## config.mk

```make
export PLATFORM = sky130hd
export DESIGN_NAME = pmt_timeout_acpi
export DESIGN_NICKNAME = d
export VERILOG_FILES = /design/src/rtl/pmt_pkg.sv /design/src/rtl/pmt_timeout_acpi.sv
export SDC_FILE = /design/constraint.sdc
export NUM_CORES = 1
export LEC_CHECK = 0
export BUFFER_PORTS_ARGS = -buffer_cell sky130_fd_sc_hd__buf_2
export CAP_MARGIN = 20
export CORE_AREA = 2 2 113 115
export DETAILED_ROUTE_END_ITERATION = 8
export DIE_AREA = 0 0 115 117
export PLACE_DENSITY = 0.74
export RECOVER_POWER = 50
export SYNTH_ARGS = -nofsm -noshare
export SYNTH_HDL_FRONTEND = slang
export SYNTH_SLANG_ARGS = --single-unit
export TNS_END_PERCENT = 50
```

## constraint.sdc

```tcl
create_clock -name pclk -period 2.4 [get_ports pclk]
set_input_delay 0.24 -clock pclk [delete_from_list [all_inputs] [get_ports pclk]]
set_output_delay 0.24 -clock pclk [all_outputs]
set_load 0.02 [all_outputs]
```

## src/rtl/pmt_pkg.sv

```systemverilog
// Package of register map, field positions and timing constants for the power-management block.
package pmt_pkg;

  // ==========================================================================
  // Register byte addresses (word aligned on APB).
  localparam logic [7:0] ADDR_TIMEOUT_PERIOD = 8'h00;
  localparam logic [7:0] ADDR_RELOAD_CFG     = 8'h04;
  localparam logic [7:0] ADDR_TIMEOUT_STATUS = 8'h08;
  localparam logic [7:0] ADDR_EVT_BASE_LO    = 8'h0C;
  localparam logic [7:0] ADDR_EVT_BASE_HI    = 8'h10;
  localparam logic [7:0] ADDR_TMR_BASE_LO    = 8'h14;
  localparam logic [7:0] ADDR_TMR_BASE_HI    = 8'h18;
  localparam logic [7:0] ADDR_CTL_BASE_LO    = 8'h1C;
  localparam logic [7:0] ADDR_CTL_BASE_HI    = 8'h20;
  localparam logic [7:0] ADDR_GP_BASE_LO     = 8'h24;
  localparam logic [7:0] ADDR_GP_BASE_HI     = 8'h28;
  localparam logic [7:0] ADDR_ACPI_SUPPORT   = 8'h2C;

  // ==========================================================================
  // Reset values and writable masks.
  localparam logic [7:0] PERIOD_RESET   = 8'h00;
  localparam logic [7:0] CFG_RESET      = 8'h00;
  localparam logic [7:0] STATUS_RESET   = 8'h01;
  localparam logic [7:0] BASE_RESET     = 8'h00;
  localparam logic [7:0] SUPPORT_RESET  = 8'h00;
  localparam logic [7:0] CFG_WMASK      = 8'h0F;
  localparam logic [7:0] EVT_LO_WMASK   = 8'hFC;
  localparam logic [7:0] TMR_LO_WMASK   = 8'hFC;
  localparam logic [7:0] CTL_LO_WMASK   = 8'hFE;
  localparam logic [7:0] GP_LO_WMASK    = 8'hF0;
  localparam logic [7:0] ZERO_BYTE      = 8'h00;

  // ==========================================================================
  // Support register field positions.
  localparam int SUP_SLEEP_STS = 0;
  localparam int SUP_SLEEP_EN  = 1;
  localparam int SUP_LOCK_STS  = 2;
  localparam int SUP_LOCK_EN   = 3;
  localparam int SUP_BIOS_REL  = 4;
  localparam int SUP_SMI_STS   = 5;
  localparam int SUP_SMI_EN    = 6;
  localparam int SUP_MASK_EVT  = 7;
  localparam logic [7:0] SUP_RW_MASK = 8'hCA;
  localparam logic [7:0] SUP_W1C_MASK = 8'h25;

  // ==========================================================================
  // Timing: one decrement per minute at a 20 MHz clock.
  localparam longint CLK_HZ        = 64'd20000000;
  localparam longint MINUTE_S      = 64'd60;
  localparam longint MINUTE_CYCLES = CLK_HZ * MINUTE_S;
  localparam int     NUM_SOURCES   = 4;

endpackage

```

## src/rtl/pmt_timeout_acpi.sv

```systemverilog
// Supervision timer, reload triggers and ACPI support registers behind an APB slave.
`timescale 1ns/1ps
module pmt_timeout_acpi
  import pmt_pkg::*;
#(
  parameter longint MINUTE_TICKS = MINUTE_CYCLES
) (
  input  wire logic        pclk,
  input  wire logic        presetn,
  input  wire logic        psel,
  input  wire logic        penable,
  input  wire logic        pwrite,
  input  wire logic [7:0]  paddr,
  input  wire logic [31:0] pwdata,
  input  wire logic [3:0]  pstrb,
  output logic      [31:0] prdata,
  output logic             pready,
  output logic             pslverr,
  input  wire logic        soft_reset,
  input  wire logic        activate,
  input  wire logic [3:0]  irq_sources,
  input  wire logic        sleep_enable_write,
  input  wire logic        lock_release_write,
  input  wire logic        smi_command_write,
  output logic             timeout_out_n,
  output logic             power_event_req_n,
  output logic             lock_status_set,
  output logic             event_mask_only
);

  // ==========================================================================
  // Bus decode.
  logic        wr_en;
  logic        rd_en;
  logic [7:0]  wbyte;
  logic        addr_ok;
  logic        dev_clear;
  assign wr_en     = psel && penable && pwrite && pready;
  assign rd_en     = psel && penable && !pwrite;
  assign wbyte     = pstrb[0] ? pwdata[7:0] : ZERO_BYTE;
  assign dev_clear = soft_reset || activate;

  // Checks that the byte address hits a mapped register.
  always_comb begin
    unique case (paddr)
      ADDR_TIMEOUT_PERIOD, ADDR_RELOAD_CFG, ADDR_TIMEOUT_STATUS,
      ADDR_EVT_BASE_LO, ADDR_EVT_BASE_HI, ADDR_TMR_BASE_LO,
      ADDR_TMR_BASE_HI, ADDR_CTL_BASE_LO, ADDR_CTL_BASE_HI,
      ADDR_GP_BASE_LO, ADDR_GP_BASE_HI, ADDR_ACPI_SUPPORT: addr_ok = 1'b1;
      default: addr_ok = 1'b0;
    endcase
  end

  logic wr_b0;
  assign wr_b0 = wr_en && pstrb[0];

  // ==========================================================================
  // Registers.
  logic [7:0] timeout_period_reg;
  logic [7:0] reload_trigger_config_reg;
  logic [7:0] base_reg [0:7];
  logic [7:0] acpi_support_reg;

  // Holds the programmed period; device activation and software reset clear it.
  // hardware reset clear
  always_ff @(posedge pclk or negedge presetn) begin
    if (!presetn) begin
      timeout_period_reg <= PERIOD_RESET;
    end else if (dev_clear) begin
      timeout_period_reg <= PERIOD_RESET;
    end else if (wr_b0 && paddr == ADDR_TIMEOUT_PERIOD) begin
      timeout_period_reg <= pwdata[7:0];
    end
  end

  // Holds the trigger enables, low four bits only.
  // enables cleared
  always_ff @(posedge pclk or negedge presetn) begin
    if (!presetn) begin
      reload_trigger_config_reg <= CFG_RESET;
    end else if (dev_clear) begin
      reload_trigger_config_reg <= CFG_RESET;
    end else if (wr_b0 && paddr == ADDR_RELOAD_CFG) begin
      reload_trigger_config_reg <= pwdata[7:0] & CFG_WMASK;
    end
  end

  // Base-address bytes: even entries are low bytes with read-only low bits.
  logic [7:0] base_addr [0:7];
  logic [7:0] base_mask [0:7];
  assign base_addr = '{ADDR_EVT_BASE_LO, ADDR_EVT_BASE_HI, ADDR_TMR_BASE_LO,
                       ADDR_TMR_BASE_HI, ADDR_CTL_BASE_LO, ADDR_CTL_BASE_HI,
                       ADDR_GP_BASE_LO, ADDR_GP_BASE_HI};
  assign base_mask = '{EVT_LO_WMASK, 8'hFF, TMR_LO_WMASK, 8'hFF,
                       CTL_LO_WMASK, 8'hFF, GP_LO_WMASK, 8'hFF};
  genvar gi;
  generate
    for (gi = 0; gi < 8; gi++) begin : g_base
      always_ff @(posedge pclk or negedge presetn) begin
        if (!presetn) begin
          base_reg[gi] <= BASE_RESET;
        end else if (wr_b0 && paddr == base_addr[gi]) begin
          base_reg[gi] <= pwdata[7:0] & base_mask[gi];
        end
      end
    end
  endgenerate

  // Support register: sticky flags set by hardware win over a software clear.
  logic [7:0] sup_w1c;
  logic [7:0] sup_set;
  logic       sup_wr;
  assign sup_wr  = wr_b0 && paddr == ADDR_ACPI_SUPPORT;
  assign sup_w1c = sup_wr ? (wbyte & SUP_W1C_MASK) : ZERO_BYTE;
  assign sup_set = {2'b00, smi_command_write, 2'b00, lock_release_write,
                    1'b0, sleep_enable_write};
  always_ff @(posedge pclk or negedge presetn) begin
    if (!presetn) begin
      acpi_support_reg <= SUPPORT_RESET;
    end else begin
      acpi_support_reg <= ((acpi_support_reg & ~sup_w1c) | sup_set) & ~SUP_RW_MASK
                          | (sup_wr ? (wbyte & SUP_RW_MASK) : (acpi_support_reg & SUP_RW_MASK));
    end
  end

  // ==========================================================================
  // Supervision timer.
  logic [7:0]  count_reg;
  logic [31:0] tick_reg;
  logic        running_reg;
  logic        trigger;
  logic        tick_done;
  logic        period_wr;
  assign trigger   = |(irq_sources & reload_trigger_config_reg[NUM_SOURCES-1:0]);
  assign tick_done = tick_reg == 32'(MINUTE_TICKS - 1);
  assign period_wr = wr_b0 && paddr == ADDR_TIMEOUT_PERIOD;

  // Minute prescaler; restarts whenever the count is reloaded.
  always_ff @(posedge pclk or negedge presetn) begin
    if (!presetn) begin
      tick_reg <= '0;
    end else if (!running_reg || period_wr || trigger || tick_done || dev_clear) begin
      tick_reg <= '0;
    end else begin
      tick_reg <= tick_reg + 32'd1;
    end
  end

  // Counts down minutes and drives the timeout output.
  always_ff @(posedge pclk or negedge presetn) begin
    if (!presetn) begin
      count_reg     <= PERIOD_RESET;
      running_reg   <= 1'b0;
      timeout_out_n <= 1'b1;
    end else if (dev_clear) begin
      count_reg     <= PERIOD_RESET;
      running_reg   <= 1'b0;
      timeout_out_n <= 1'b1;
    end else if (period_wr) begin
      count_reg     <= pwdata[7:0];
      running_reg   <= pwdata[7:0] != PERIOD_RESET;
      timeout_out_n <= 1'b1;
    end else if (running_reg && trigger) begin
      count_reg <= timeout_period_reg;
    end else if (running_reg && tick_done) begin
      if (count_reg == 8'h01) begin
        count_reg     <= PERIOD_RESET;
        running_reg   <= 1'b0;
        timeout_out_n <= 1'b0;
      end else begin
        count_reg <= count_reg - 8'h01;
      end
    end
  end

  // ==========================================================================
  // Power-event request, lock status pulse and event mask.
  logic req;
  assign req = (acpi_support_reg[SUP_SLEEP_EN] && acpi_support_reg[SUP_SLEEP_STS])
            || (acpi_support_reg[SUP_LOCK_EN]  && acpi_support_reg[SUP_LOCK_STS])
            || (acpi_support_reg[SUP_SMI_EN]   && acpi_support_reg[SUP_SMI_STS]);

  always_ff @(posedge pclk or negedge presetn) begin
    if (!presetn) begin
      power_event_req_n <= 1'b1;
      lock_status_set   <= 1'b0;
      event_mask_only   <= 1'b0;
    end else begin
      power_event_req_n <= !req;
      lock_status_set   <= sup_wr && wbyte[SUP_BIOS_REL];
      event_mask_only   <= acpi_support_reg[SUP_MASK_EVT];
    end
  end

  // ==========================================================================
  // APB read data and response, one wait state per access.
  logic [7:0] rd_byte;
  always_comb begin
    rd_byte = ZERO_BYTE;
    unique case (paddr)
      ADDR_TIMEOUT_PERIOD: rd_byte = timeout_period_reg;
      ADDR_RELOAD_CFG:     rd_byte = reload_trigger_config_reg;
      ADDR_TIMEOUT_STATUS: rd_byte = {7'b0000000, timeout_out_n};
      ADDR_EVT_BASE_LO:    rd_byte = base_reg[0];
      ADDR_EVT_BASE_HI:    rd_byte = base_reg[1];
      ADDR_TMR_BASE_LO:    rd_byte = base_reg[2];
      ADDR_TMR_BASE_HI:    rd_byte = base_reg[3];
      ADDR_CTL_BASE_LO:    rd_byte = base_reg[4];
      ADDR_CTL_BASE_HI:    rd_byte = base_reg[5];
      ADDR_GP_BASE_LO:     rd_byte = base_reg[6];
      ADDR_GP_BASE_HI:     rd_byte = base_reg[7];
      ADDR_ACPI_SUPPORT:   rd_byte = acpi_support_reg & ~(8'h01 << SUP_BIOS_REL);
      default:             rd_byte = ZERO_BYTE;
    endcase
  end

  always_ff @(posedge pclk or negedge presetn) begin
    if (!presetn) begin
      pready  <= 1'b0;
      pslverr <= 1'b0;
      prdata  <= '0;
    end else begin
      pready  <= psel && penable && !pready;
      pslverr <= psel && penable && !pready && !addr_ok;
      prdata  <= (rd_en && !pready) ? {24'h000000, rd_byte} : '0;
    end
  end
endmodule

```

* Yosys cells after proc, flatten, opt, wreduce, memory -nomap -nowiden
Index checks and enable logic that the tools add are counted.
** Storage, ports and cells
- RAM bits :: 0
- Logic and storage cells :: 112
- Memories :: 0
- Bits in latches :: 0
- Register bits :: 134
- Bits in read-only memories :: 0
- Output and inout bits :: 38
- Input bits :: 58
** Cells by class
- Equal/unequal tests :: 14
- Mux-type cells :: 23
- Bitwise logic cells :: 5
- Reductions and logical operators :: 47
- Shifts and indexed selects :: 0
- Magnitude comparators :: 0
- $add $sub $neg :: 2
- Div/mod/pow operators :: 0
- Multipliers :: 0
** Operators with widths (number)
- $mux W8 :: 12
- $pmux W8 S12 :: 1
- $add A32 B1 Y32 const B :: 1
- $eq A32 B31 Y1 const B :: 1
- $eq A8 B5 Y1 const B :: 4
- $eq A8 B6 Y1 const B :: 4
- $mux W32 :: 1
- $logic_and A1 B1 Y1 :: 25
- $eq A8 B4 Y1 const B :: 2
- $reduce_or A12 Y1 :: 1
- $eq A8 B1 Y1 const B :: 1
- $eq A8 B3 Y1 const B :: 1
- $logic_not A8 Y1 :: 1
- $mux W1 :: 8
- $or A6 B8 Y8 :: 1
- $reduce_bool A8 Y1 :: 1
- $sub A8 B1 Y8 const B :: 1
- $logic_or A1 B1 Y1 :: 7
- $and A6 B6 Y6 :: 1
- $mux W6 :: 1
- $not A6 Y6 :: 1
- $or A6 B6 Y6 :: 1
- $reduce_bool A3 Y1 :: 2
- $logic_not A1 Y1 :: 5
- other kinds (6) :: 7

* Logic depth before layout (Yosys ltp)
Gate-level depths: netlist (run 1).
- Depth in word-level cells :: 10
- Mapped depth :: 9
- Gate-level depth less buffers :: 7

* Worst setup path after synthesis (run 1)
Ideal clock, no wire load.
- Path type :: register to register
- From :: reg count_reg[5]
- To :: reg count_reg[4]
- Data required time :: 2274 ps
- Clock period less this slack :: 2145 ps
- Setup time :: 126 ps
- Path slack :: 255 ps
- Arrival :: 2019 ps
- Cell stages (with the launch flop) :: 7
- Buffers on the path :: 1
- Cell sequence :: dfrtp_1 or4_1 or4b_1 clkbuf_1 nand3_2 o22ai_1 a221o_1
** Between the ends
- Longest elaborated chain between the ends :: 6
** Ends and longest elaborated chain
- from (decl) :: RTL line pmt_timeout_acpi.sv:128 : logic [7:0] count_reg;
- from (signal assigned) :: RTL line pmt_timeout_acpi.sv:160 : count_reg <= pwdata[7:0];
- from (signal assigned) :: RTL line pmt_timeout_acpi.sv:164 : count_reg <= timeout_period_reg;
- from (signal assigned) :: RTL line pmt_timeout_acpi.sv:171 : count_reg <= count_reg - 8'h01;
- $eq A8 B1 Y1 :: RTL line pmt_timeout_acpi.sv:166 : if (count_reg == 8'h01) begin
- $mux W8 :: RTL line pmt_timeout_acpi.sv:166
- $mux W8 :: RTL line pmt_timeout_acpi.sv:165 : end else if (running_reg && tick_done) begin
- $mux W8 :: RTL line pmt_timeout_acpi.sv:163 : end else if (running_reg && trigger) begin
- $mux W8 :: RTL line pmt_timeout_acpi.sv:159 : end else if (period_wr) begin
- $mux W8 :: RTL line pmt_timeout_acpi.sv:155 : end else if (dev_clear) begin
No other way between the ends. The select of a mux whose other input is x is not followed.
A chain may end at the register's enable or synchronous reset.

* Worst setup path after layout (run 1)
- From :: reg count_reg[5]
- To :: reg count_reg[5]
** Between the ends
- Longest elaborated chain between the ends :: 6
- Elaborated cells on any way between the ends :: 7
- Those cells by class :: add/sub: 1; eq/ne: 1; mux: 5
** Ends and longest elaborated chain (RTL line)
- $sub A8 B1 Y8 or $eq A8 B1 Y1 (tied branches) :: pmt_timeout_acpi.sv:171, pmt_timeout_acpi.sv:166
- $mux W8 * :: pmt_timeout_acpi.sv:166
- $mux W8 * :: pmt_timeout_acpi.sv:165
- $mux W8 * :: pmt_timeout_acpi.sv:163
- $mux W8 * :: pmt_timeout_acpi.sv:159
- $mux W8 * :: pmt_timeout_acpi.sv:155
Mark *: on every way between the ends. The rest lies on a longest branch, timed or not. The select of a mux whose other input is x is not followed.

==> run summary, run 1 <==
DR DRC count: 0
Routed vias/inst: 5.890
Met1 Use GR: 31.13%
Site Rows: 41
Fin crit period: 2.293 ns
Area delta synth->final: 14.63%
Internal: 0.003712 W
Total Wirelength: 15.19 mm
Mapped Avg Cell Area: 10.23 µm²
Clock skew: 0.007274 ns
Busiest grt layer: met2
Dominant synthesized flop cell: dfrtp_1
CTS root buf: clkbuf_16
Vias in the first global route: 5043
Power share of the clock group: 47.1%
All-Layer GR Usage: 23.95%
Met2 usage: 38.86%
CP max FO: 6
Most common cell after layout, fill and taps aside: dfrtp_1
Maximum level of the CTS H-tree: 4
Worst VDD drop: 376.9 µV
Clock Sinks: 129
Max reg flops: 55
TritonCTS clock tree: yes
Initial DRC Count: 523
GPL Wtd Cong: 0.8896
Static leakage: 3.207 nW
Post-DRT Antenna Nets: 0
Part of the cycle the worst path needs: 95.55%
Synthesized instance count: 617
IO Port Bufs: 44
Syn. warnings: 0
Max-slew violations: 29
Final-report hold violation count: 0
Grt met3 use: 5.973%
Post-CTS Setup Repair Bufs: 0
Worst-margin pin slew: 1.510 ns
Endpoints failing setup: 0
Final-stage net count: 744
Mux contribution to synthesized area: 6.579%
Num CTS Buffers: 17
Post_cts resized: 0
Critical Path End Type: register
Largest net degree at the start of global routing: 59
Reg power frac: 46.2%
DP Wirelength: 11.16 mm
Worst r2r src: count_reg[5]
R2R depth: 5
Initial Util: 51.28%
Post-synth EDFFs: 0
RSZ-0062 raised after global routing: no
Critical path type: register to register
Highest-count cells in the layout ignoring fill and taps: dfrtp_1, nand2_1, nor2_1
Register area share after synthesis: 51.17%
Antenna Cells: 0
Die ar.: 13460 µm²
Switching part of the total power: 22.93%
Largest family of logic cells by synthesized area: simple AND/OR/NAND/NOR gates
Layout cells sized above 1: 19.54%
Clock transition at path regs: 0.05 ns
Relative slew slack: -0.6627%
MaxCap Viol Count: 1
Comb power frac: 6.7%
First-pass GRT wire length: 24.90 mm
Post-synthesis compound-gate area fraction: 12.35%
Grt ovf: 0
Via count: 4983
Pre-antenna DRT Iters: 5
Switch Pwr: 0.001105 W
Setup TNS: 0 ns
Power per Cell Area: 665.5 nW/µm²
Minimum hold slack: 0.01510 ns
Core area: 12310 µm²
Simple-gate portion of the synthesized area: 18.95%
Number of synthesized register bits: 129
Critical Path RT: 2.70 ns
Flop2flop setup slack: 0.11 ns
Number of library cell types mapped by synthesis: 59
Crit path DAT: 2.59 ns
Outcome: finished, violations left
Hold Path Class: input port to register
Clock tree buffer depth: 2
Io pins: 96
WHS Path Cells: 2
Fraction of registers with async set/reset: 100.0%
Post-Synth Adder-Cell Area: 0.5945%
Drt wl/cell: 17.95 µm
Clk Latency, worst-skew pair: 0.42 ns
Fmax: 0.4361 GHz
Failing checks: max-capacitance violations, max-slew violations
Xor/xnor share of the synthesized area: 4.300%
Die Width: 115 µm
Initial antenna violation count: 0
Chip height: 117 µm
Mapped Area: 6314 µm²
Min-delay src: smi_command_write
Reg-to-Reg End: count_reg[5]
Worst setup SP type: register
Worst Hold End: acpi_support_reg[5]
[final cells by class]
cell class | instances | area [µm²]
fillers | 1033 | 5075
flip-flops and latches | 129 | 3231
multi-input cells | 447 | 2790
clock buffers | 31 | 508.0
repair buffers | 75 | 466.7
well taps | 150 | 187.7
inverters | 13 | 48.80
clock inverters | 1 | 5.005
[logic make-up (layout without fill, tap and decap cells)]
group / count (synthesis) / after routing
flip-flops: 129 / 129
XOR/XNOR: 31 / 31
adder cells (fa/ha/maj): 3 / 3
buffers and inverters: 64 / 120
multiplexers: 37 / 37
AND/OR/NAND/NOR: 235 / 235
other: 1 / 24
AO/OA/AOI/OAI: 117 / 117
[synth_stat cells, drive strengths merged, types with 10 or more instances]
cell    instances  share of area (%)
a22oi          23                2.7
and3           10               0.99
nand2          73                4.3
nand3          25                2.1
dfrtp         127                 50
o21ai          30                2.4
nand4          13                1.3
inv            13               0.77
nor2           61                3.6
clkbuf         14               0.83
nor4           10                1.5
mux2           36                6.4
buf            37                4.4
xor2           22                3.1
a21oi          20                1.6
[worst max path at each step]
stage	start	to	slack, ns	cells past startpoint
global placement	paddr[4]	count_reg[3]	0.09	6
floorplan	count_reg[5]	count_reg[4]	0.26	6
finish	count_reg[5]	count_reg[5]	0.11	5
detailed placement	paddr[4]	count_reg[3]	0.06	6
CTS	count_reg[4]	count_reg[5]	0.13	5
global route	count_reg[4]	count_reg[4]	0.02	5
[timing repair]
action	CTS	global route
endpoints found under the setup margin	0	0
endpoints found under the hold margin	27	0
hold buffers	3	0
[power groups by stage]
stage	logic, W	registers, W	clock network, W
after global placement	0.000314	0.00226	0
after floorplan	0.000222	0.00226	0
after global routing	0.000358	0.00223	0.00238
final	0.000324	0.00222	0.00227
after detailed placement	0.000323	0.00226	0
after CTS	0.000328	0.00222	0.00228
[metal layers]
layer,up-vias,wire length [µm]
li1,2307,-
met1,2486,6600
met2,158,7390
met3,32,806
met4,0,387
met5,-,0
[through the flow]
step                      total power, W  utilization, %  area [µm²]  setup slack, ns  std cells
after floorplan                 0.002478               -        6400           0.2554        640
after global placement          0.002572           54.54        6715          0.09162        811
after detailed placement        0.002581           54.54        6715          0.05669        811
after CTS                       0.004833           58.95        7258           0.1321        846
after global routing            0.004966           58.78        7237          0.02046        846
final                           0.004816           58.78        7237           0.1068        846
[critical path, stage by stage (launching register included)]
cell,delay (ns)
dfrtp_1,0.41
or4_1,0.57
or4b_1,0.62
nand3_2,0.16
o22ai_1,0.09
a221o_1,0.33
Note: power is estimated with default switching activity, not from simulation.
==> inputs of run 2 (changes only) <==
--- a/config.mk
+++ b/config.mk
@@ -7,10 +7,10 @@
 export LEC_CHECK = 0
 export BUFFER_PORTS_ARGS = -buffer_cell sky130_fd_sc_hd__buf_2
 export CAP_MARGIN = 20
-export CORE_AREA = 2 2 113 115
+export CORE_AREA = 2 2 114 116
 export DETAILED_ROUTE_END_ITERATION = 8
-export DIE_AREA = 0 0 115 117
-export PLACE_DENSITY = 0.74
+export DIE_AREA = 0 0 116 118
+export PLACE_DENSITY = 0.75
 export RECOVER_POWER = 50
 export SYNTH_ARGS = -nofsm -noshare
 export SYNTH_HDL_FRONTEND = slang
==> constraint.sdc (replaced) <==
create_clock -name pclk -period 2 [get_ports pclk]
set_input_delay 0.2 -clock pclk [delete_from_list [all_inputs] [get_ports pclk]]
set_output_delay 0.2 -clock pclk [all_outputs]
set_load 0.02 [all_outputs]
==> run summary, run 2 (synthesized netlist as in run 1, its figures left out) <==
Reg power frac: 42.1%
Hold Path Class: input port to register
Min-delay src: penable
Relative slew slack: 39.92%
Clock Sinks: 129
Antenna Cells: 0
RSZ-0062 raised after global routing: yes
DP Wirelength: 11.47 mm
Tot Pwr: 0.006323 W
Power per Cell Area: 796.2 nW/µm²
Static leakage: 3.598 nW
WHS Path Cells: 3
Flop2flop setup slack: -0.15 ns
Layout cells sized above 1: 30.28%
Switching part of the total power: 23.58%
Worst-margin pin slew: 0.9013 ns
Fin crit period: 2.145 ns
Worst Hold End: pready
Initial DRC Count: 454
TritonCTS clock tree: yes
Total Wirelength: 16.08 mm
Max-slew violations: 0
Clk Latency, worst-skew pair: 0.43 ns
Chip height: 118 µm
Site Rows: 41
Routed vias/inst: 5.673
Vias in the first global route: 5254
Crit path DAT: 2.46 ns
Io pins: 96
Outcome: finished, violations left
CP max FO: 5
Critical Path RT: 2.31 ns
DR DRC count: 0
Clock transition at path regs: 0.05 ns
Most common cell after layout, fill and taps aside: dfrtp_1
Post-DRT Antenna Nets: 0
Power share of the clock group: 50.0%
Clock tree buffer depth: 2
Critical Path End Type: register
Max reg flops: 55
Crit path largest cell delay: 0.59 ns
Initial antenna violation count: 0
Largest net degree at the start of global routing: 37
Part of the cycle the worst path needs: 107.3%
Worst r2r src: count_reg[5]
Initial Util: 50.86%
All-Layer GR Usage: 25.26%
IO Port Bufs: 44
Die Width: 116 µm
MaxCap Viol Count: 0
Final-report hold violation count: 0
Num CTS Buffers: 17
Worst setup SP type: register
Setup TNS: -0.8519 ns
Via count: 5304
Comb power frac: 7.9%
Grt ovf: 0
Switch Pwr: 0.001491 W
Endpoints failing setup: 8
GPL Wtd Cong: 0.9027
Critical path type: register to register
CTS root buf: clkbuf_16
R2R depth: 6
Highest-count cells in the layout ignoring fill and taps: dfrtp_1, buf_4, nand2_1
Reg-to-Reg End: count_reg[2]
Die ar.: 13690 µm²
Worst VDD drop: 463.5 µV
Maximum level of the CTS H-tree: 4
Final-stage net count: 811
Core area: 12410 µm²
Pre-antenna DRT Iters: 6
Final worst setup slack: -0.1454 ns
Cell Chain, Critical Path: or4_4, or4b_4, buf_6, nand3_1, a31oi_1, a22o_1
Failing checks: negative setup slack
Drt wl/cell: 17.20 µm
Clock skew: 0.007443 ns
Internal: 0.004832 W
Fmax: 0.4661 GHz
Worst path slowest cell: or4b_4
Area delta synth->final: 25.78%
First-pass GRT wire length: 26.77 mm
[run 2: cell count changes in the layout (fill, tap and decap cells not counted), moves of 3 or more]
cell	delta
clkinv_2	+4
clkbuf_1	-12
or4_4	+4
or4_1	-4
bufinv_16	+3
buf_4	+64
clkinvlp_4	+3
[run 2: worst max-delay path by stage]
| stage | to | startpoint |
|---|---|---|
| final | count_reg[2] | count_reg[5] |
| after global routing | count_reg[4] | count_reg[5] |
| after CTS | count_reg[5] | count_reg[5] |
| after detailed placement | count_reg[6] | paddr[2] |
| after global placement | count_reg[6] | paddr[2] |
| after floorplan | count_reg[4] | count_reg[5] |
[run 2: power by group through the flow]
stage	Clock, W	Sequential [W]	Combinational, W
final	0.00316	0.00266	0.000501
after CTS	0.00319	0.00266	0.000479
after global placement	0	0.00270	0.000447
after detailed placement	0	0.00271	0.000461
after global routing	0.00330	0.00266	0.000545
after floorplan	0	0.00271	0.000276
[run 2: per-stage QoR]
step	hold slack, ns	setup WS [ns]	util (%)	cell area, µm²	instances
4_1_cts	0.02320	-0.1011	63.84	7925	933
3_5_place_dp	0.2026	-0.2350	58.43	7253	896
5_1_grt	0.05056	-0.1876	63.97	7941	935
3_3_place_gp	0.1989	-0.1588	58.43	7253	896
6_report	0.03864	-0.1454	63.97	7941	935
2_1_floorplan	-0.09559	-0.1031	-	6436	640
[run 2: final cells by class]
| class | instances | area, µm² |
|---|---|---|
| sequential | 129 | 3231 |
| multi-input combinational | 447 | 2864 |
| clock buffer | 18 | 439.2 |
| fill | 979 | 4473 |
| tap | 172 | 215.2 |
| inverter | 13 | 48.80 |
| clock inverter | 14 | 163.9 |
| timing repair buffer | 142 | 979.7 |
[run 2: repair_timing]
| action | CTS | global route |
|---|---|---|
| hold buffers | 4 | 0 |
| hold endpoints to repair | 36 | 0 |
| resized for setup | 4 | 10 |
| buffers inserted | 1 | 2 |
| pin swaps | 0 | 7 |
| endpoints found under the setup margin | 9 | 13 |
[run 2: critical path: cells and delay by family (launching register included)]
kind / cells / cell delay, ns
and+or+nand+nor: 3 / 1.21
DFF: 1 / 0.38
AOI/OAI and AO/OA: 2 / 0.30
buffers and inverters: 1 / 0.15
[run 2: per-layer routing]
metal | track usage, % | vias to the layer above | part of all wire (%)
met5 | 0 | - | 0
met4 | 10.34 | 0 | 2.4
met3 | 5.716 | 34 | 6.7
met2 | 39.00 | 196 | 48
met1 | 34.40 | 2632 | 43
li1 | - | 2442 | -
==> inputs of run 3 (changes only) <==
--- a/config.mk
+++ b/config.mk
@@ -7,10 +7,10 @@
 export LEC_CHECK = 0
 export BUFFER_PORTS_ARGS = -buffer_cell sky130_fd_sc_hd__buf_2
 export CAP_MARGIN = 20
-export CORE_AREA = 2 2 114 116
+export CORE_AREA = 2 2 81 161
 export DETAILED_ROUTE_END_ITERATION = 8
-export DIE_AREA = 0 0 116 118
-export PLACE_DENSITY = 0.75
+export DIE_AREA = 0 0 83 163
+export PLACE_DENSITY = 0.76
 export RECOVER_POWER = 50
 export SYNTH_ARGS = -nofsm -noshare
 export SYNTH_HDL_FRONTEND = slang
==> run summary, run 3 (synthesized netlist as in run 1, its figures left out) <==
Outcome: finished, violations left
Failing checks: negative setup slack
Chip height: 163 µm
Part of the cycle the worst path needs: 104.0%
Clock transition at path regs: 0.06 ns
Largest net degree at the start of global routing: 38
Clk Latency, worst-skew pair: 0.42 ns
Cell Chain, Critical Path: or4_4, or4b_4, buf_4, nand3_4, a31oi_4, a22o_1
Critical Path RT: 2.31 ns
DR DRC count: 0
Fin crit period: 2.080 ns
Num CTS Buffers: 17
Final instance area: 7925 µm²
Worst r2r src: count_reg[3]
Clock Sinks: 129
Io pins: 96
Critical Path Source: count_reg[3]
Post-DRT Antenna Nets: 0
Clock tree buffer depth: 2
Pre-antenna DRT Iters: 7
Worst setup SP type: register
RSZ-0062 raised after global routing: yes
Area delta synth->final: 25.53%
Via count: 5276
Switching part of the total power: 23.67%
Min-delay src: penable
Initial DRC Count: 625
Tot Pwr: 0.006527 W
Worst Setup EP: count_reg[2]
Switch Pwr: 0.001545 W
Hold Path Class: input port to register
R2R depth: 6
Relative slew slack: 39.40%
DP Wirelength: 10.80 mm
Worst path slowest cell: or4b_4
Static leakage: 3.596 nW
Power share of the clock group: 51.6%
Initial antenna violation count: 0
Site Rows: 58
Footprint of the multi-input gates: 2892 µm²
Final-report hold violation count: 0
Reg-to-Reg End: count_reg[2]
Final-stage net count: 805
Die ar.: 13530 µm²
Vias in the first global route: 5275
Critical path type: register to register
Maximum level of the CTS H-tree: 4
First-pass GRT wire length: 26.39 mm
Reg power frac: 40.7%
Critical Path End Type: register
Most common cell after layout, fill and taps aside: dfrtp_1
All-Layer GR Usage: 24.47%
MaxCap Viol Count: 0
GPL Wtd Cong: 0.8897
Initial Util: 50.88%
Crit path DAT: 2.38 ns
Flop2flop setup slack: -0.08 ns
TritonCTS clock tree: yes
Layout cells sized above 1: 29.99%
Max reg flops: 55
Clock skew: 0.005287 ns
Finished Core Util: 63.86%
Reg area: 3231 µm²
Worst VDD drop: 762.8 µV
CP max FO: 5
Highest-count cells in the layout ignoring fill and taps: dfrtp_1, buf_4, nand2_1
Buffers and inverters on the worst path: 1
Comb power frac: 7.7%
Fmax: 0.4809 GHz
Max-slew violations: 0
Core area: 12410 µm²
Antenna Cells: 0
Post-DP Area: 7188 µm²
Final worst setup slack: -0.07954 ns
Internal: 0.004983 W
Die Width: 83 µm
CTS root buf: clkbuf_16
Power per Cell Area: 823.6 nW/µm²
Total Wirelength: 15.96 mm
Critical path depth in cells: 6
Worst-margin pin slew: 0.9089 ns
Drt wl/cell: 17.60 µm
CP delay by family, top: simple AND/OR/NAND/NOR gates
Grt ovf: 0
IO Port Bufs: 44
Crit path largest cell delay: 0.56 ns
Setup WS pre-CTS: -0.2275 ns
Minimum hold slack: 0.02957 ns
FILL cells: 972
Endpoints failing setup: 7
Routed vias/inst: 5.817
[run 3: cell count changes in the layout (fill, tap and decap cells not counted), moves of 2 or more]
| cell | delta |
|---|---|
| inv_6 | +3 |
| buf_4 | -7 |
| nor3_2 | +2 |
| clkinv_2 | -4 |
| nor3_1 | -2 |
| buf_2 | +3 |
[run 3: per-layer routing]
layer,vias to the layer above,track usage [%],share of wire [%]
met5,-,0,0
li1,2434,-,-
met4,0,8.793,2.2
met3,29,4.257,5.4
met1,2627,31.88,42
met2,186,41.09,50
[run 3: final cells by class]
class | count | share of cell area [%]
Clock buffer | 18 | 5.542
Clock inverter | 14 | 2.558
Inverter | 13 | 0.6157
Multi-Input combinational cell | 447 | 36.49
Sequential cell | 129 | 40.76
Tap cell | 150 | 2.368
Timing Repair Buffer | 136 | 11.67
[run 3: power groups by stage]
stage | Combinational [W] | Sequential, W | Clock (W)
3_5_place_dp | 0.000458 | 0.00270 | 0
2_1_floorplan | 0.000276 | 0.00271 | 0
6_report | 0.000502 | 0.00266 | 0.00337
5_1_grt | 0.000546 | 0.00266 | 0.00349
4_1_cts | 0.000482 | 0.00266 | 0.00339
3_3_place_gp | 0.000450 | 0.00270 | 0
[run 3: worst register-to-register path, stage by stage, from the launching register on]
cell and delay (ns):
dfrtp_1 0.37, or4_4 0.54, or4b_4 0.56, buf_4 0.18
nand3_4 0.06, a31oi_4 0.08, a22o_1 0.18
[run 3: how the worst min path moves through the flow]
stage,endpoint,slack (ns),cells after the start
after detailed placement,tick_reg[24],0.20,1
after global placement,tick_reg[24],0.21,1
after floorplan,acpi_support_reg[0],-0.1,0
final,pready,0.03,3
after CTS,pready,0.02,3
after global routing,pready,0.05,3
[run 3: repair_timing]
action | 4_1_cts | 5_1_grt
hold endpoints to repair | 33 | 0
endpoints found under the setup margin | 10 | 12
buffers inserted | 1 | 1
pin swaps | 4 | 5
hold buffers | 4 | 0
resized for setup | 4 | 12
[run 3: through the flow]
stage,setup TNS (ns),std cells
floorplan,-0.9288,640
global placement,-5.665,869
detailed placement,-6.744,869
CTS,-0.4680,906
global route,-0.7089,907
finish,-0.3870,907
